### config.mk
export PLATFORM = sky130hd
export DESIGN_NAME = capture_compare_channel
export DESIGN_NICKNAME = d
export VERILOG_FILES = /design/src/logic/ccap_pkg.sv /design/src/logic/capture_compare_channel.sv /design/src/logic/wave_level.sv
export SDC_FILE = /design/constraint.sdc
export NUM_CORES = 1
export LEC_CHECK = 0
export BUFFER_PORTS_ARGS = -buffer_cell sky130_fd_sc_hd__clkbuf_2
export CELL_PAD_IN_SITES_DETAIL_PLACEMENT = 1
export CELL_PAD_IN_SITES_GLOBAL_PLACEMENT = 2
export CORE_ASPECT_RATIO = 1.4
export CORE_MARGIN = 2
export CORE_UTILIZATION = 32
export CTS_BUF_LIST = sky130_fd_sc_hd__clkbuf_4
export CTS_CLUSTER_SIZE = 30
export DETAILED_ROUTE_END_ITERATION = 12
export MAX_ROUTING_LAYER = met4
export PLACE_DENSITY_LB_ADDON = 0.1
export SETUP_SLACK_MARGIN = 0.15
export SYNTH_ARGS = -nofsm -noshare
export SYNTH_HDL_FRONTEND = slang
export SYNTH_SLANG_ARGS = --single-unit
### constraint.sdc
create_clock -name clock_in -period 5.39 [get_ports clock_in]
set_clock_uncertainty 0.15 [all_clocks]
set_input_delay 0.8085 -clock clock_in [delete_from_list [all_inputs] [get_ports clock_in]]
set_output_delay 0.8085 -clock clock_in [all_outputs]
set_load 0.005 [all_outputs]
### src/logic/ccap_pkg.sv
package ccap_pkg;
    localparam int CTRL_W = 16;
    localparam int DATA_W = 16;
    // control register field positions
    localparam int CAPSRC_LSB = 10;
    localparam int CAPEDGE_LSB = 8;
    localparam int PAIRED_BIT = 6;
    localparam int MANLVL_BIT = 5;
    localparam int WMODE_LSB = 2;
    localparam int POLINV_BIT = 1;
    localparam int FUNC_BIT = 0;
    localparam logic [15:0] CTRL_WMASK = 16'hff7f;
    localparam logic [15:0] CTRL_RESET = 16'h0000;
    localparam logic [15:0] DATA_RESET = 16'h0000;
    // register byte addresses (byte address = 4 * index)
    localparam logic [3:0] ADDR_CTRL = 4'h0;
    localparam logic [3:0] ADDR_DATA = 4'h4;
    localparam logic [3:0] ADDR_STAT = 4'h8;
    // capture source codes
    localparam logic [1:0] SRC_PIN = 2'h0;
    localparam logic [1:0] SRC_SW_LOW = 2'h2;
    localparam logic [1:0] SRC_SW_HIGH = 2'h3;
    // capture edge codes
    localparam logic [1:0] EDGE_NONE = 2'h0;
    localparam logic [1:0] EDGE_RISE = 2'h1;
    localparam logic [1:0] EDGE_FALL = 2'h2;
    localparam logic [1:0] EDGE_BOTH = 2'h3;
    // wave modes
    localparam logic [2:0] WM_SOFT = 3'h0;
    localparam logic [2:0] WM_SET = 3'h1;
    localparam logic [2:0] WM_TOGRST = 3'h2;
    localparam logic [2:0] WM_SETRST = 3'h3;
    localparam logic [2:0] WM_TOGGLE = 3'h4;
    localparam logic [2:0] WM_RESET = 3'h5;
    localparam logic [2:0] WM_TOGSET = 3'h6;
    localparam logic [2:0] WM_RSTSET = 3'h7;
    // counting directions
    localparam logic [1:0] DIR_UP = 2'h0;
    localparam logic [1:0] DIR_DOWN = 2'h1;
    localparam logic [1:0] DIR_UPDOWN = 2'h2;
endpackage

### src/logic/capture_compare_channel.sv
// Added by the designer: the address map and strobed register access.
`timescale 1ns/1ps
module capture_compare_channel
    import ccap_pkg::*;
(
    // clock and reset
    input wire logic clock_in,
    input wire logic sys_rst_in,
    // register port
    input wire logic [3:0] reg_addr_in,
    input wire logic [15:0] reg_wdata_in,
    input wire logic reg_wr_in,
    input wire logic reg_rd_in,
    output logic [15:0] reg_rdata_out,
    // counter side
    input wire logic [ccap_pkg::DATA_W-1:0] counter_value_in,
    input wire logic [1:0] count_dir_in,
    input wire logic counter_max_in,
    input wire logic counter_zero_in,
    input wire logic own_match_in,
    input wire logic partner_match_in,
    // pins
    input wire logic capture_input_pin_in,
    output logic timer_wave_output_out,
    // data register to compare logic and capture strobe
    output logic [ccap_pkg::DATA_W-1:0] compare_capture_value_out,
    output logic capture_event_out
);
    import ccap_pkg::*;

    logic [15:0] ctrl_reg;
    logic [DATA_W-1:0] data_reg;
    logic pin_meta_reg, pin_sync_reg, pin_prev_reg;
    logic level_reg, level_next;
    logic sw_rise, sw_fall, pin_rise, pin_fall, rise, fall, trig;
    logic [1:0] src, edge_sel, new_src;
    logic capture_mode, sw_src, period_end;
    logic wr_ctrl;

    assign wr_ctrl = reg_wr_in && (reg_addr_in == ADDR_CTRL);
    assign src = ctrl_reg[CAPSRC_LSB +: 2];
    assign edge_sel = ctrl_reg[CAPEDGE_LSB +: 2];
    assign capture_mode = ctrl_reg[FUNC_BIT];
    assign new_src = reg_wdata_in[CAPSRC_LSB +: 2];
    assign sw_src = (src == SRC_SW_LOW) || (src == SRC_SW_HIGH);

    // software edges come from the write itself, so no sampling delay
    assign sw_rise = wr_ctrl && (src == SRC_SW_LOW) && (new_src == SRC_SW_HIGH);
    assign sw_fall = wr_ctrl && (src == SRC_SW_HIGH) && (new_src == SRC_SW_LOW);
    assign pin_rise = pin_sync_reg && !pin_prev_reg;
    assign pin_fall = !pin_sync_reg && pin_prev_reg;
    assign rise = (src == SRC_PIN) ? pin_rise : (sw_src && sw_rise);
    assign fall = (src == SRC_PIN) ? pin_fall : (sw_src && sw_fall);

    always_comb begin
        case (edge_sel)
            EDGE_RISE: trig = rise;
            EDGE_FALL: trig = fall;
            EDGE_BOTH: trig = rise || fall;
            default: trig = 1'b0;
        endcase
        trig = trig && capture_mode;
    end

    always_ff @(posedge clock_in) begin
        if (sys_rst_in) begin
            pin_meta_reg <= 1'b0;
            pin_sync_reg <= 1'b0;
            pin_prev_reg <= 1'b0;
        end else begin
            pin_meta_reg <= capture_input_pin_in;
            pin_sync_reg <= pin_meta_reg;
            pin_prev_reg <= pin_sync_reg;
        end
    end

    always_ff @(posedge clock_in) begin
        if (sys_rst_in) begin
            ctrl_reg <= CTRL_RESET;
        end else if (wr_ctrl) begin
            ctrl_reg <= reg_wdata_in & CTRL_WMASK;
        end
    end

    // a capture in the same cycle as a software write wins
    always_ff @(posedge clock_in) begin
        if (sys_rst_in) begin
            data_reg <= DATA_RESET;
        end else if (trig) begin
            data_reg <= counter_value_in;
        end else if (reg_wr_in && (reg_addr_in == ADDR_DATA)) begin
            data_reg <= reg_wdata_in[DATA_W-1:0];
        end
    end

    always_ff @(posedge clock_in) begin
        if (sys_rst_in) begin
            capture_event_out <= 1'b0;
        end else begin
            capture_event_out <= trig;
        end
    end

    assign period_end = (count_dir_in == DIR_DOWN) ? counter_zero_in : counter_max_in;

    wave_level u_wave_level (
        .mode_in(ctrl_reg[WMODE_LSB +: 3]),
        .paired_in(ctrl_reg[PAIRED_BIT]),
        .manual_in(ctrl_reg[MANLVL_BIT]),
        .own_match_in(own_match_in),
        .other_match_in(partner_match_in),
        .period_end_in(period_end),
        .level_in(level_reg),
        .level_out(level_next)
    );

    // in capture mode the wave holds its last level
    always_ff @(posedge clock_in) begin
        if (sys_rst_in) begin
            level_reg <= 1'b0;
        end else if (!capture_mode) begin
            level_reg <= level_next;
        end
    end

    // polarity is a comparator setting: in capture mode the pin freezes as driven
    always_ff @(posedge clock_in) begin
        if (sys_rst_in) begin
            timer_wave_output_out <= 1'b0;
        end else if (!capture_mode) begin
            timer_wave_output_out <= level_next ^ ctrl_reg[POLINV_BIT];
        end
    end

    always_ff @(posedge clock_in) begin
        if (sys_rst_in) begin
            compare_capture_value_out <= DATA_RESET;
        end else if (trig) begin
            compare_capture_value_out <= counter_value_in;
        end else if (reg_wr_in && (reg_addr_in == ADDR_DATA)) begin
            compare_capture_value_out <= reg_wdata_in[DATA_W-1:0];
        end
    end

    always_ff @(posedge clock_in) begin
        if (sys_rst_in) begin
            reg_rdata_out <= 16'h0000;
        end else if (reg_rd_in) begin
            if (reg_addr_in == ADDR_CTRL) begin
                reg_rdata_out <= ctrl_reg;
            end else if (reg_addr_in == ADDR_DATA) begin
                reg_rdata_out <= data_reg;
            end else if (reg_addr_in == ADDR_STAT) begin
                reg_rdata_out <= {14'h0000, pin_sync_reg, level_reg};
            end else begin
                reg_rdata_out <= 16'h0000;
            end
        end else begin
            reg_rdata_out <= 16'h0000;
        end
    end
endmodule

### src/logic/wave_level.sv
`timescale 1ns/1ps
// next active/inactive level of the wave, before polarity
module wave_level
    import ccap_pkg::*;
(
    input wire logic [2:0] mode_in,
    input wire logic paired_in,
    input wire logic manual_in,
    input wire logic own_match_in,
    input wire logic other_match_in,
    input wire logic period_end_in,
    input wire logic level_in,
    output logic level_out
);
    always_comb begin
        level_out = level_in;
        if (paired_in) begin
            case (mode_in)
                WM_SOFT: level_out = manual_in;
                WM_SET: if (own_match_in || other_match_in) level_out = 1'b1;
                WM_TOGRST: begin
                    if (other_match_in) level_out = 1'b0;
                    else if (own_match_in) level_out = ~level_in;
                end
                WM_SETRST: begin
                    if (other_match_in) level_out = 1'b0;
                    else if (own_match_in) level_out = 1'b1;
                end
                WM_TOGGLE: if (own_match_in ^ other_match_in) level_out = ~level_in;
                WM_RESET: if (own_match_in || other_match_in) level_out = 1'b0;
                WM_TOGSET: begin
                    if (other_match_in) level_out = 1'b1;
                    else if (own_match_in) level_out = ~level_in;
                end
                default: begin
                    if (other_match_in) level_out = 1'b1;
                    else if (own_match_in) level_out = 1'b0;
                end
            endcase
        end else begin
            case (mode_in)
                WM_SOFT: level_out = manual_in;
                WM_SET: if (own_match_in) level_out = 1'b1;
                WM_TOGRST: begin
                    if (period_end_in) level_out = 1'b0;
                    else if (own_match_in) level_out = ~level_in;
                end
                WM_SETRST: begin
                    if (period_end_in) level_out = 1'b0;
                    else if (own_match_in) level_out = 1'b1;
                end
                WM_TOGGLE: if (own_match_in) level_out = ~level_in;
                WM_RESET: if (own_match_in) level_out = 1'b0;
                WM_TOGSET: begin
                    if (period_end_in) level_out = 1'b1;
                    else if (own_match_in) level_out = ~level_in;
                end
                default: begin
                    if (period_end_in) level_out = 1'b1;
                    else if (own_match_in) level_out = 1'b0;
                end
            endcase
        end
    end
endmodule

; ---- After elaboration in Yosys (flattened, before gate mapping)
; Cells that the tools add are included.
[op_classes]
n_reduce_logical = 22
mux = 26
bitwise_logic = 4
eq_ne = 16
[op_table]
columns = op, count
row1 = 16-bit 2-to-1 mux, 4
row2 = 1-bit 2-to-1 mux, 18
row3 = 1-bit one-hot mux with 7 select lines, 2
row4 = "2-bit == test, second input constant", 6
row5 = 1-bit logical AND, 11
row6 = "3-bit == test, second input constant", 3
row7 = "3-bit by 2-bit == test with 1-bit output, second input constant", 2
row8 = "2-bit by 1-bit == test with 1-bit output, second input constant", 2
row9 = "4-bit by 3-bit == test with 1-bit output, second input constant", 1
row10 = "4-bit == test, second input constant", 1
row11 = 4-bit zero test, 1
row12 = "3-bit by 1-bit == test with 1-bit output, second input constant", 1
row13 = 3-bit zero test, 1
row14 = 1-bit logical OR, 3
row15 = 1-bit one-hot mux with 3 select lines, 1
row16 = 3-bit OR reduction, 1
row17 = 1-bit zero test, 2
row18 = 2-bit zero test, 1
row19 = 2-bit 2-to-1 mux, 1
row20 = 1-bit NOT, 2
row21 = 2-bit nonzero test, 1
row22 = 2-bit OR reduction, 1
row23 = 1-bit bitwise XOR, 2
[totals]
regBits = 53
input_bits = 47
output_inout_bits = 34
wordCells = 78

; ---- Logic depth before layout (Yosys ltp)
; Gate-level depths: netlist of the first run.
[depth]
depth_word = 10
ltp_mapped = 8
ltp_nobuf = 8

; ---- Cells and area by module
; Synthesis of the first run repeated with hierarchy kept, for this count alone.
[unflattened]
hier_cells = 259
area_unflattened_um2 = 2366.0
[modules_own_cells]
columns = mod, cells_each, seq_area_each_um2, n_inst, area_each_um2
row1 = capture_compare_channel, 228, 1061.0, 1, 2154.6
row2 = wave_level, 31, 0.0, 1, 211.5

; ---- Worst setup path before layout of the first run
; Ideal clock, no wire load.
[synth_path]
path_type = input -> register
from = input port reg_addr_in[1]
to = register compare_capture_value_out[10] (netlist bit)
setup_time_ps = 128
required_ps = 5112
t_arrival_ps = 2337
cell_stages = 8
setup_slack_ps = 2776
path_buffers = 2
cell_sequence = or4_4 nor4_2 o21a_1 o21a_1 buf_6 buf_12 mux2i_1 nor2_1
[synth_via]
elab_chain_cells = 10
word_cells_on_any_way = 17
cone_classes = 1 x eq/ne / 4 x mux / 12 x reduce/logical
[synth_lines]
columns = element, line
row1 = "start, declared", capture_compare_channel.sv:10  ; input wire logic [3:0] reg_addr_in,
row2 = 4-bit zero test, capture_compare_channel.sv:40  ; assign wr_ctrl = reg_wr_in && (reg_addr_in == ADDR_CTRL);
row3 = 1-bit logical AND, capture_compare_channel.sv:40
row4 = 1-bit logical AND (on tied branches) (2 in series), "capture_compare_channel.sv:48, capture_compare_channel.sv:49"
row5 = 1-bit logical AND (on tied branches), "capture_compare_channel.sv:52, capture_compare_channel.sv:53"
row6 = 1-bit 2-to-1 mux (on tied branches), "capture_compare_channel.sv:52, capture_compare_channel.sv:53"
row7 = 1-bit logical OR, capture_compare_channel.sv:59  ; EDGE_BOTH: trig = rise || fall;
row8 = 1-bit one-hot mux with 3 select lines, capture_compare_channel.sv:56  ; case (edge_sel)
row9 = 1-bit logical AND, capture_compare_channel.sv:62  ; trig = trig && capture_mode;
row10 = 16-bit 2-to-1 mux / 2-bit nonzero test (equally long branches), --
row11 = "end signal, assigned", capture_compare_channel.sv:139  ; compare_capture_value_out <= counter_value_in;
row12 = "end signal, assigned", capture_compare_channel.sv:141  ; compare_capture_value_out <= reg_wdata_in[DATA_W-1:0];
row13 = "end, declared", capture_compare_channel.sv:26  ; output logic [ccap_pkg::DATA_W-1:0] compare_capture_value_out,
; Parallel ways exist; a longest one is shown, timed or not.
; A chain may end at the register's enable or synchronous reset.

; ---- Worst setup path after layout of the first run
[layout_path]
from = input port reg_addr_in[2]
to = register compare_capture_value_out[13] (netlist bit)
; Same word-level chain as after synthesis.

==> metrics.cfg, run 1 <==
[clock_tree]
ctsRootBufferMaster = clkbuf_4
clockBufferDepth = 2
cts_hold_buf = 0
cts_resized = 0
cts_buffers = 5
path_clk_slew_ns = 0.13
post-cts-setup-buffers = 0
cts.htree.levels = 2
cts_tree = done
cts_num_sinks = 53
clk_latency_ns = 0.36

[synth]
synthFlopType = dfxtp_1
syn-instance-count = 267
synthArstFlopShare_pct = 0
synth_edf_count = 0
synth.area.top_cells = dfxtp_1 44%, mux2i_1 13%, mux2_2 6.1%, nand2_1 6.1%, nor2_1 5.8%
yosys_warnings = 0
ys_types = 38
synth.ff_latch_count = 53
ys_seq_area_share_pct = 44.1
synth.avg_cell_area_um2 = 9.02
synth_top_cell_area_share_pct = 44.1
syn_nets = 317
synth_area_um2 = 2410
synth_largest_area_cell = dfxtp_1

[cells_and_area]
diodes = 0
layout_commonest_cell = clkbuf_2
nFillCells = 931
syn_to_final_growth_pct = 19.8
drive_gt1_share_pct = 30.0
final_area_um2 = 2890
layout_common_cells = 80 x clkbuf_2, 53 x dfxtp_1, 39 x nand2_1
num-nets-final = 387

[setup_path]
cp_max_fo = 21
worst_ep_required_time_ns = 5.46
rrSetupSlack_ns = 2.95
crit_path_start_kind = primary input
criticalPathCategory = in2reg
cp-end-kind = flip-flop
worstPathArrival_ns = 3.34

[detailed_routing]
dr.pass1.iters = 4
wl_per_cell_um = 14.9
drc = 0
detail-route-antenna-nets = 0
wl_met2_um = 3540
drt_iter0_drc = 57
routed.top_layer = met4
wl_met1_um = 2670
vias_per_cell = 4.80
drt-total-wl_um = 6480
vias = 2084
wl_met3_um = 202

[sta]
tightest_slew_ns = 1.02
worst_slack_ns = 2.12
slew_headroom_pct = 31.8
fin_crit_sh_pct = 60.7
finalMaxSlewViolations = 0
final-setup-viol-count = 0
final.setup.tns_ns = 0
min_period_ns = 3.27
hold_viol = 0
rsz0062_at_grt = false
max_freq_ghz = 0.306

[global_routing]
grt_antenna_before_repair = 0
grt-ovfl-total = 0
grt_max_degree = 40
grt_pass1_wl_um = 10700
grt_pass1_vias = 2117
grt_usage_pct = 16.9

[hold_path]
hold_class = reg2reg

[placed_design]
dp_slack_ns = 1.67
dpl.hpwl_um = 4700
gp_congestion = 0.791
io_buffers = 80
dpl_cell_area_um2 = 2840

[die]
rows = 37
die_w_um = 77.3
die-height_um = 107
ios = 81
core_um2 = 7310
start_util_pct = 32.9
dieArea_um2 = 8250

[flow_run]
max-cap-violations = 0

[run_status]
outcome = complete, no violations

[power_and_ir_drop]
peakVddDrop_mv = 0.111
power_leakage_nw = 1.20
power_w = 0.000630
powerDensity_nw_per_um2 = 218

-- logic make-up (layout without fill, tap and decap cells) --
kind of cell | Yosys count | count (layout) | share of synthesized area, %
simple gates | 102 | 102 | 19.2
flops | 53 | 53 | 44.1
mux | 47 | 47 | 20.4
compound gates | 39 | 39 | 9.77
buf+inv | 22 | 92 | 4.68
fa+ha+maj | 3 | 3 | 1.56
xor+xnor | 1 | 1 | 0.364
-- synth_stat cells, types with 2 or more instances --
| master | number |
|---|---|
| a21oi_1 | 21 |
| o21ai_0 | 5 |
| o21a_1 | 4 |
| ha_1 | 3 |
| inv_1 | 5 |
| dfxtp_1 | 53 |
| nor2_1 | 37 |
| nor3_1 | 2 |
| nor2b_1 | 6 |
| mux2_2 | 13 |
| nand2b_1 | 6 |
| and2_1 | 2 |
| a221o_1 | 2 |
| buf_2 | 2 |
| clkbuf_1 | 11 |
| mux2_1 | 3 |
| mux2i_1 | 31 |
| o22ai_1 | 2 |
| a211oi_1 | 2 |
| nand2_1 | 39 |
-- stage by stage --
step / instances / hold slack [ns] / util (%)
CTS: 434 / 0.318 / 39.4
global placement: 427 / 0.294 / 38.8
global route: 434 / 0.327 / 39.4
finish: 434 / 0.310 / 39.4
floorplan: 267 / 0.264 / -
detailed placement: 427 / 0.283 / 38.8
-- where the power goes --
group	switching [W]	total (W)	internal, W
combinational	0.0000318	0.0000601	0.0000284
sequential	0.00000383	0.000400	0.000396
clock	0.000117	0.000170	0.0000528
-- layer usage --
layer,GRT usage (%),vias to the layer above
met4,4.59,0
met5,-,-
met3,2.44,5
met1,19.5,990
li1,-,1045
met2,30.6,44
-- critical path: stages --
cell and delay (ns):
clkbuf_2 0.37, or4_4 0.56, nor4_2 0.26, o21a_1 0.17
o21a_1 0.82, mux2i_1 0.28, nor2_1 0.06
-- layout make-up --
cell class / instances / area, um2 / area share (%)
clock buffer: 6 / 45.0 / 1.56
clock inverter: 1 / 3.75 / 0.130
inverter: 5 / 18.8 / 0.650
multi-input combinational: 192 / 1230 / 42.8
sequential: 53 / 1060 / 36.8
tap: 97 / 121 / 4.21
timing repair buffer: 80 / 400 / 13.9
-- worst paths after layout --
path / startpoint / to / cells after the start
hold reg to reg: compare_capture_value_out[7] / reg_rdata_out[7] / 2
hold / removal: compare_capture_value_out[7] / reg_rdata_out[7] / 2
setup reg to reg: ctrl_reg[11] / compare_capture_value_out[13] / 5
setup / recovery: reg_addr_in[2] / compare_capture_value_out[13] / 7
Power figures use the tool's default switching activity.
==> inputs of run 2 (changes only) <==
--- a/config.mk
+++ b/config.mk
@@ -5,12 +5,13 @@
 export SDC_FILE = /design/constraint.sdc
 export NUM_CORES = 1
 export LEC_CHECK = 0
+export ABC_AREA = 1
 export BUFFER_PORTS_ARGS = -buffer_cell sky130_fd_sc_hd__clkbuf_2
 export CELL_PAD_IN_SITES_DETAIL_PLACEMENT = 1
 export CELL_PAD_IN_SITES_GLOBAL_PLACEMENT = 2
 export CORE_ASPECT_RATIO = 1.4
 export CORE_MARGIN = 2
-export CORE_UTILIZATION = 32
+export CORE_UTILIZATION = 25
 export CTS_BUF_LIST = sky130_fd_sc_hd__clkbuf_4
 export CTS_CLUSTER_SIZE = 30
 export DETAILED_ROUTE_END_ITERATION = 12
==> constraint.sdc (replaced) <==
create_clock -name clock_in -period 2.7 [get_ports clock_in]
set_clock_uncertainty 0.15 [all_clocks]
set_input_delay 0.405 -clock clock_in [delete_from_list [all_inputs] [get_ports clock_in]]
set_output_delay 0.405 -clock clock_in [all_outputs]
set_load 0.005 [all_outputs]
==> metrics.cfg, run 2 <==
[detailed_routing]
detail-route-antenna-nets = 0
drt-total-wl_um = 8820
vias = 2703
dr.pass1.iters = 4
vias_per_cell = 4.57
drc = 0
wl_per_cell_um = 14.9
drt_iter0_drc = 93

[clock_tree]
cts_tree = done
cts_resized = 0
ctsRootBufferMaster = clkbuf_4
cts.htree.levels = 2
clockBufferDepth = 2
post-cts-setup-buffers = 0
clk_latency_ns = 0.38
path_clk_slew_ns = 0.15
cts_num_sinks = 53
cts_hold_buf = 0
cts_buffers = 5

[synth]
synth.avg_cell_area_um2 = 6.67
synth.most_common_cell = nand2_1
synthFlopType = dfxtp_1
synth.ff_latch_count = 53
ys_seq_area_share_pct = 42.0
synth_largest_area_cell = dfxtp_1
synthArstFlopShare_pct = 0
synth_edf_count = 0
synth_area_um2 = 2530
synth_top_cell_area_share_pct = 42.0
syn-instance-count = 379
syn_nets = 429
synth.area.top_cells = dfxtp_1 42%, nand2_1 16%, nand3_1 9.7%, a21oi_1 7.5%, inv_1 6.1%
yosys_warnings = 0
ys_types = 23
synth_common_cells = 105 x nand2_1, 53 x dfxtp_1, 49 x nand3_1, 41 x inv_1, 39 x nor2_1

[placed_design]
gp_congestion = 0.776
io_buffers = 80
dpl.hpwl_um = 6650
place_inst = 583

[sta]
tightest_slew_ns = 0.709
max_freq_ghz = 0.526
rsz0062_at_grt = false
finalMaxSlewViolations = 0
final.setup.tns_ns = 0
final-setup-viol-count = 0
min_period_ns = 1.90
fin_crit_sh_pct = 70.4
hold_viol = 0
slew_headroom_pct = 52.6

[power_and_ir_drop]
power_leakage_nw = 1.51
p_int_w = 0.000941
peakVddDrop_mv = 0.139
seqPwrFrac_pct = 62.2
clock_power_share_pct = 27.5
p_comb_share_pct = 10.3
power.switching_w = 0.000356
powerDensity_nw_per_um2 = 417
swShare_pct = 27.5

[die]
rows = 43
die-height_um = 123
core_um2 = 9900
ios = 81
die_w_um = 89.0
start_util_pct = 25.5
dieArea_um2 = 10900

[setup_path]
path_cells = inv_1 > nor3_1 > nand3_1 > nand2_1 > nand2_1 > nand2_4 > nand2_4 > nand2_1 > nand2_1 > a21oi_1
crit_path_start_kind = flip-flop
worstPathArrival_ns = 2.08
worst_ep_required_time_ns = 2.88
worstReg2RegStart = ctrl_reg[11]
cp_max_fo = 33
cpMostUsedCell = nand2_1
slowest_stage = dfxtp_1
worstSetupStartpoint = ctrl_reg[11]
cp-end-kind = flip-flop
criticalPathCategory = reg2reg
cpPeakStageDelay_ns = 0.40

[global_routing]
grt_pass1_wl_um = 13600
grt_usage_pct = 17.1
grt_antenna_before_repair = 1
grt-ovfl-total = 0
grt_pass1_vias = 2713
grt_max_degree = 34

[hold_path]
min_from = capture_input_pin_in
hold_class = in2reg

[run_status]
outcome = complete, no violations

[cells_and_area]
syn_to_final_growth_pct = 23.0
drive_gt1_share_pct = 21.8
layout_commonest_cell = nand2_1
nFillCells = 1337
finalNonFillerCells = 591
num-nets-final = 505
seqCellArea_um2 = 1060
multi_input_area_um2 = 1220
layout_common_cells = 105 x nand2_1, 80 x clkbuf_2, 53 x dfxtp_1

[flow_run]
max-cap-violations = 0

[run 2: metal layers]
metal	routed length, um	global-route usage, %	vias to the layer above
met2	4580	30.4	55
met3	273	2.27	6
li1	-	-	1359
met1	3860	20.1	1283
met5	0	-	-
met4	104	4.48	0
[run 2: power by group through the flow]
stage,clock network (W),registers [W],logic (W)
6_report,0.000357,0.000806,0.000134
3_3_place_gp,0,0.000824,0.000135
3_5_place_dp,0,0.000824,0.000136
4_1_cts,0.000375,0.000807,0.000137
5_1_grt,0.000408,0.000809,0.000152
2_1_floorplan,0,0.000818,0.0000655
[run 2: critical path, delay by kind of cell, from the launching register on]
family / cells / cell delay [ns]
DFF: 1 / 0.40
and+or+nand+nor: 8 / 1.12
AOI/OAI and AO/OA: 1 / 0.10
buffers and inverters: 1 / 0.07
[run 2: path summary, 6_finish.rpt]
kind | end | slack, ns | cells after the start
max | compare_capture_value_out[2] | 0.80 | 10
min | pin_meta_reg | 0.04 | 3
max reg2reg | compare_capture_value_out[2] | 0.80 | 10
min reg2reg | pin_sync_reg | 0.28 | 2
[run 2: logic make-up after synthesis]
kind of cell / Yosys count / share of synthesized area [%]
adder cells (fa/ha/maj): 3 / 1.49
XOR/XNOR: 1 / 0.347
buffers and inverters: 60 / 9.71
AND/OR/NAND/NOR: 204 / 34.6
flip-flops: 53 / 42.0
AO/OA/AOI/OAI: 58 / 11.9
[run 2: final cells by class]
class / instances / area share, %
Timing Repair Buffer: 86 / 14.3
Inverter: 43 / 5.19
Tap cell: 135 / 5.43
Sequential cell: 53 / 34.1
Clock inverter: 2 / 0.362
Antenna cell: 1 / 0.0805
Clock buffer: 5 / 1.21
Multi-Input combinational cell: 266 / 39.3
[run 2: per-stage QoR]
step	instance area (um2)	hold WS, ns	total power (W)	setup WS, ns	utilization (%)
after floorplan	2530	0.238	0.000884	1.04	-
after global placement	3060	0.255	0.000959	0.491	30.9
after detailed placement	3060	0.255	0.000960	0.471	30.9
after CTS	3110	0.0127	0.00132	0.739	31.4
after global routing	3110	0.00862	0.00137	0.542	31.4
final	3110	0.0402	0.00130	0.799	31.4
==> inputs of run 3 (changes only) <==
==> constraint.sdc (replaced) <==
create_clock -name clock_in -period 1.6 [get_ports clock_in]
set_clock_uncertainty 0.15 [all_clocks]
set_input_delay 0.24 -clock clock_in [delete_from_list [all_inputs] [get_ports clock_in]]
set_output_delay 0.24 -clock clock_in [all_outputs]
set_load 0.005 [all_outputs]
==> metrics.cfg, run 3 (synthesis gave the netlist of run 2 again) <==
[clock_tree]
cts.htree.levels = 2
cts_buffers = 5
cts_tree = done
clk_latency_ns = 0.41
cts_num_sinks = 53
clockBufferDepth = 2
ctsRootBufferMaster = clkbuf_4
path_clk_slew_ns = 0.18

[sta]
rsz0062_at_grt = true
slew_headroom_pct = 75.5
max_freq_ghz = 0.611
hold_viol = 0
worst_slack_ns = -0.0363
fin_crit_sh_pct = 102
finalMaxSlewViolations = 0
tightest_slew_ns = 0.368
min_period_ns = 1.64
final.setup.tns_ns = -0.0423
final-setup-viol-count = 2

[global_routing]
grt_antenna_before_repair = 0
grt_pass1_wl_um = 15400
grt_pass1_vias = 3045
grt_max_degree = 24
grt_usage_pct = 19.2
grt-ovfl-total = 0

[detailed_routing]
vias = 2929
drc = 0
vias_per_cell = 4.58
dr.pass1.iters = 4
detail-route-antenna-nets = 0
routed.top_layer = met4
drt_iter0_drc = 79
wl_met3_um = 309
wl_met2_um = 5520
drt-total-wl_um = 9730
wl_met1_um = 3800
wl_per_cell_um = 15.2

[die]
die_w_um = 89.0
start_util_pct = 25.5
ios = 81
die-height_um = 123
core_um2 = 9900
dieArea_um2 = 10900
rows = 43

[run_status]
violations = negative setup slack
outcome = finished with violations

[cells_and_area]
nFillCells = 1311
multi_input_area_um2 = 1440
drive_gt1_share_pct = 37.2
num-nets-final = 554
layout_common_cells = 95 x nand2_1, 80 x clkbuf_2, 42 x dfxtp_1
syn_to_final_growth_pct = 50.9
layout_commonest_cell = nand2_1
diodes = 0
finalNonFillerCells = 640
final_area_um2 = 3810
seqCellArea_um2 = 1080

[placed_design]
dpl.hpwl_um = 7180
place_inst = 612
io_buffers = 80
dpl_cell_area_um2 = 3330
gp_congestion = 0.826

[power_and_ir_drop]
power_w = 0.00237
power_leakage_nw = 1.78
powerDensity_nw_per_um2 = 621
peakVddDrop_mv = 0.359

[setup_path]
cp-end-kind = flip-flop
path_cells = ha_1 > inv_2 > nand2_1 > nand3_1 > nand2_1 > nor2_1 > nand3_1 > nand2_2 > nand2_2 > nand2_2 > nand3_2 > nand2_1 > inv_1
crit_path_start_kind = flip-flop
criticalPathCategory = reg2reg
worst_ep_required_time_ns = 1.76
worstSetupStartpoint = level_reg
cpPeakStageDelay_ns = 0.39
slowest_stage = dfxtp_4
worstPathArrival_ns = 1.80
worst-path-buf-inv = 2
worstReg2RegStart = level_reg
cp_top_family = simple AND/OR/NAND/NOR gates
cp_max_fo = 4

[flow_run]
max-cap-violations = 0

[hold_path]
hold_class = in2reg
min_from = counter_value_in[6]

[run 3: cell types whose count changed in the layout (fill, tap and decap cells not counted), moves of 4 or more]
cell	previous run	this run
nand3_2	0	18
buf_4	6	32
dfxtp_2	0	9
nand3_1	49	30
nand2_1	105	95
inv_1	41	37
a21oi_1	38	34
dlygate4sd3_1	0	15
dfxtp_1	53	42
nand2_2	2	12
a21oi_2	0	4
[run 3: report_power, final]
group          internal [W]  switching, W
logic              0.000153      0.000169
clock network      0.000184      0.000502
registers           0.00134     0.0000211
[run 3: layout make-up]
class	count	share of cell area [%]
clock inverters	3	0.689
well taps	135	4.43
clock buffers	5	0.985
inverters	43	4.36
flip-flops and latches	53	28.3
repair buffers	133	23.4
multi-input cells	268	37.8
[run 3: per-layer routing]
| layer | vias up | track usage, % |
|---|---|---|
| li1 | 1460 | - |
| met1 | 1403 | 20.2 |
| met2 | 61 | 36.9 |
| met3 | 5 | 2.67 |
| met4 | 0 | 4.48 |
| met5 | - | - |
[run 3: per-stage QoR]
step / util [%] / hold slack, ns / worst slack (ns)
floorplan: - / 0.159 / 0.0827
CTS: 37.9 / 0.00299 / -0.0218
finish: 38.5 / 0.00465 / -0.0363
global route: 38.5 / 0.00776 / -0.173
global placement: 33.7 / 0.259 / -0.145
detailed placement: 33.7 / 0.257 / -0.179
[run 3: timing repair]
| item | 4_1_cts | 5_1_grt |
|---|---|---|
| hold buffers | 15 | 0 |
| endpoints found under the setup margin | 19 | 23 |
| gates resized for setup | 43 | 20 |
| setup buffers | 2 | 0 |
| pin swaps | 21 | 7 |
| hold endpoints to repair | 15 | 0 |
| gates cloned | 3 | 0 |
[run 3: path summary, 6_finish.rpt]
| kind | endpoint | slack, ns | cells past startpoint |
|---|---|---|---|
| setup / recovery | timer_wave_output_out | -0.04 | 13 |
| hold / removal | compare_capture_value_out[6] | 0.005 | 5 |
| setup reg to reg | timer_wave_output_out | -0.04 | 13 |
| hold reg to reg | pin_sync_reg | 0.28 | 2 |
[run 3: worst min-delay path, cell delays in order]
cell and delay (ns):
clkbuf_2 0.08, inv_1 0.06, nand3_2 0.07, nand2_1 0.05, a21oi_1 0.05
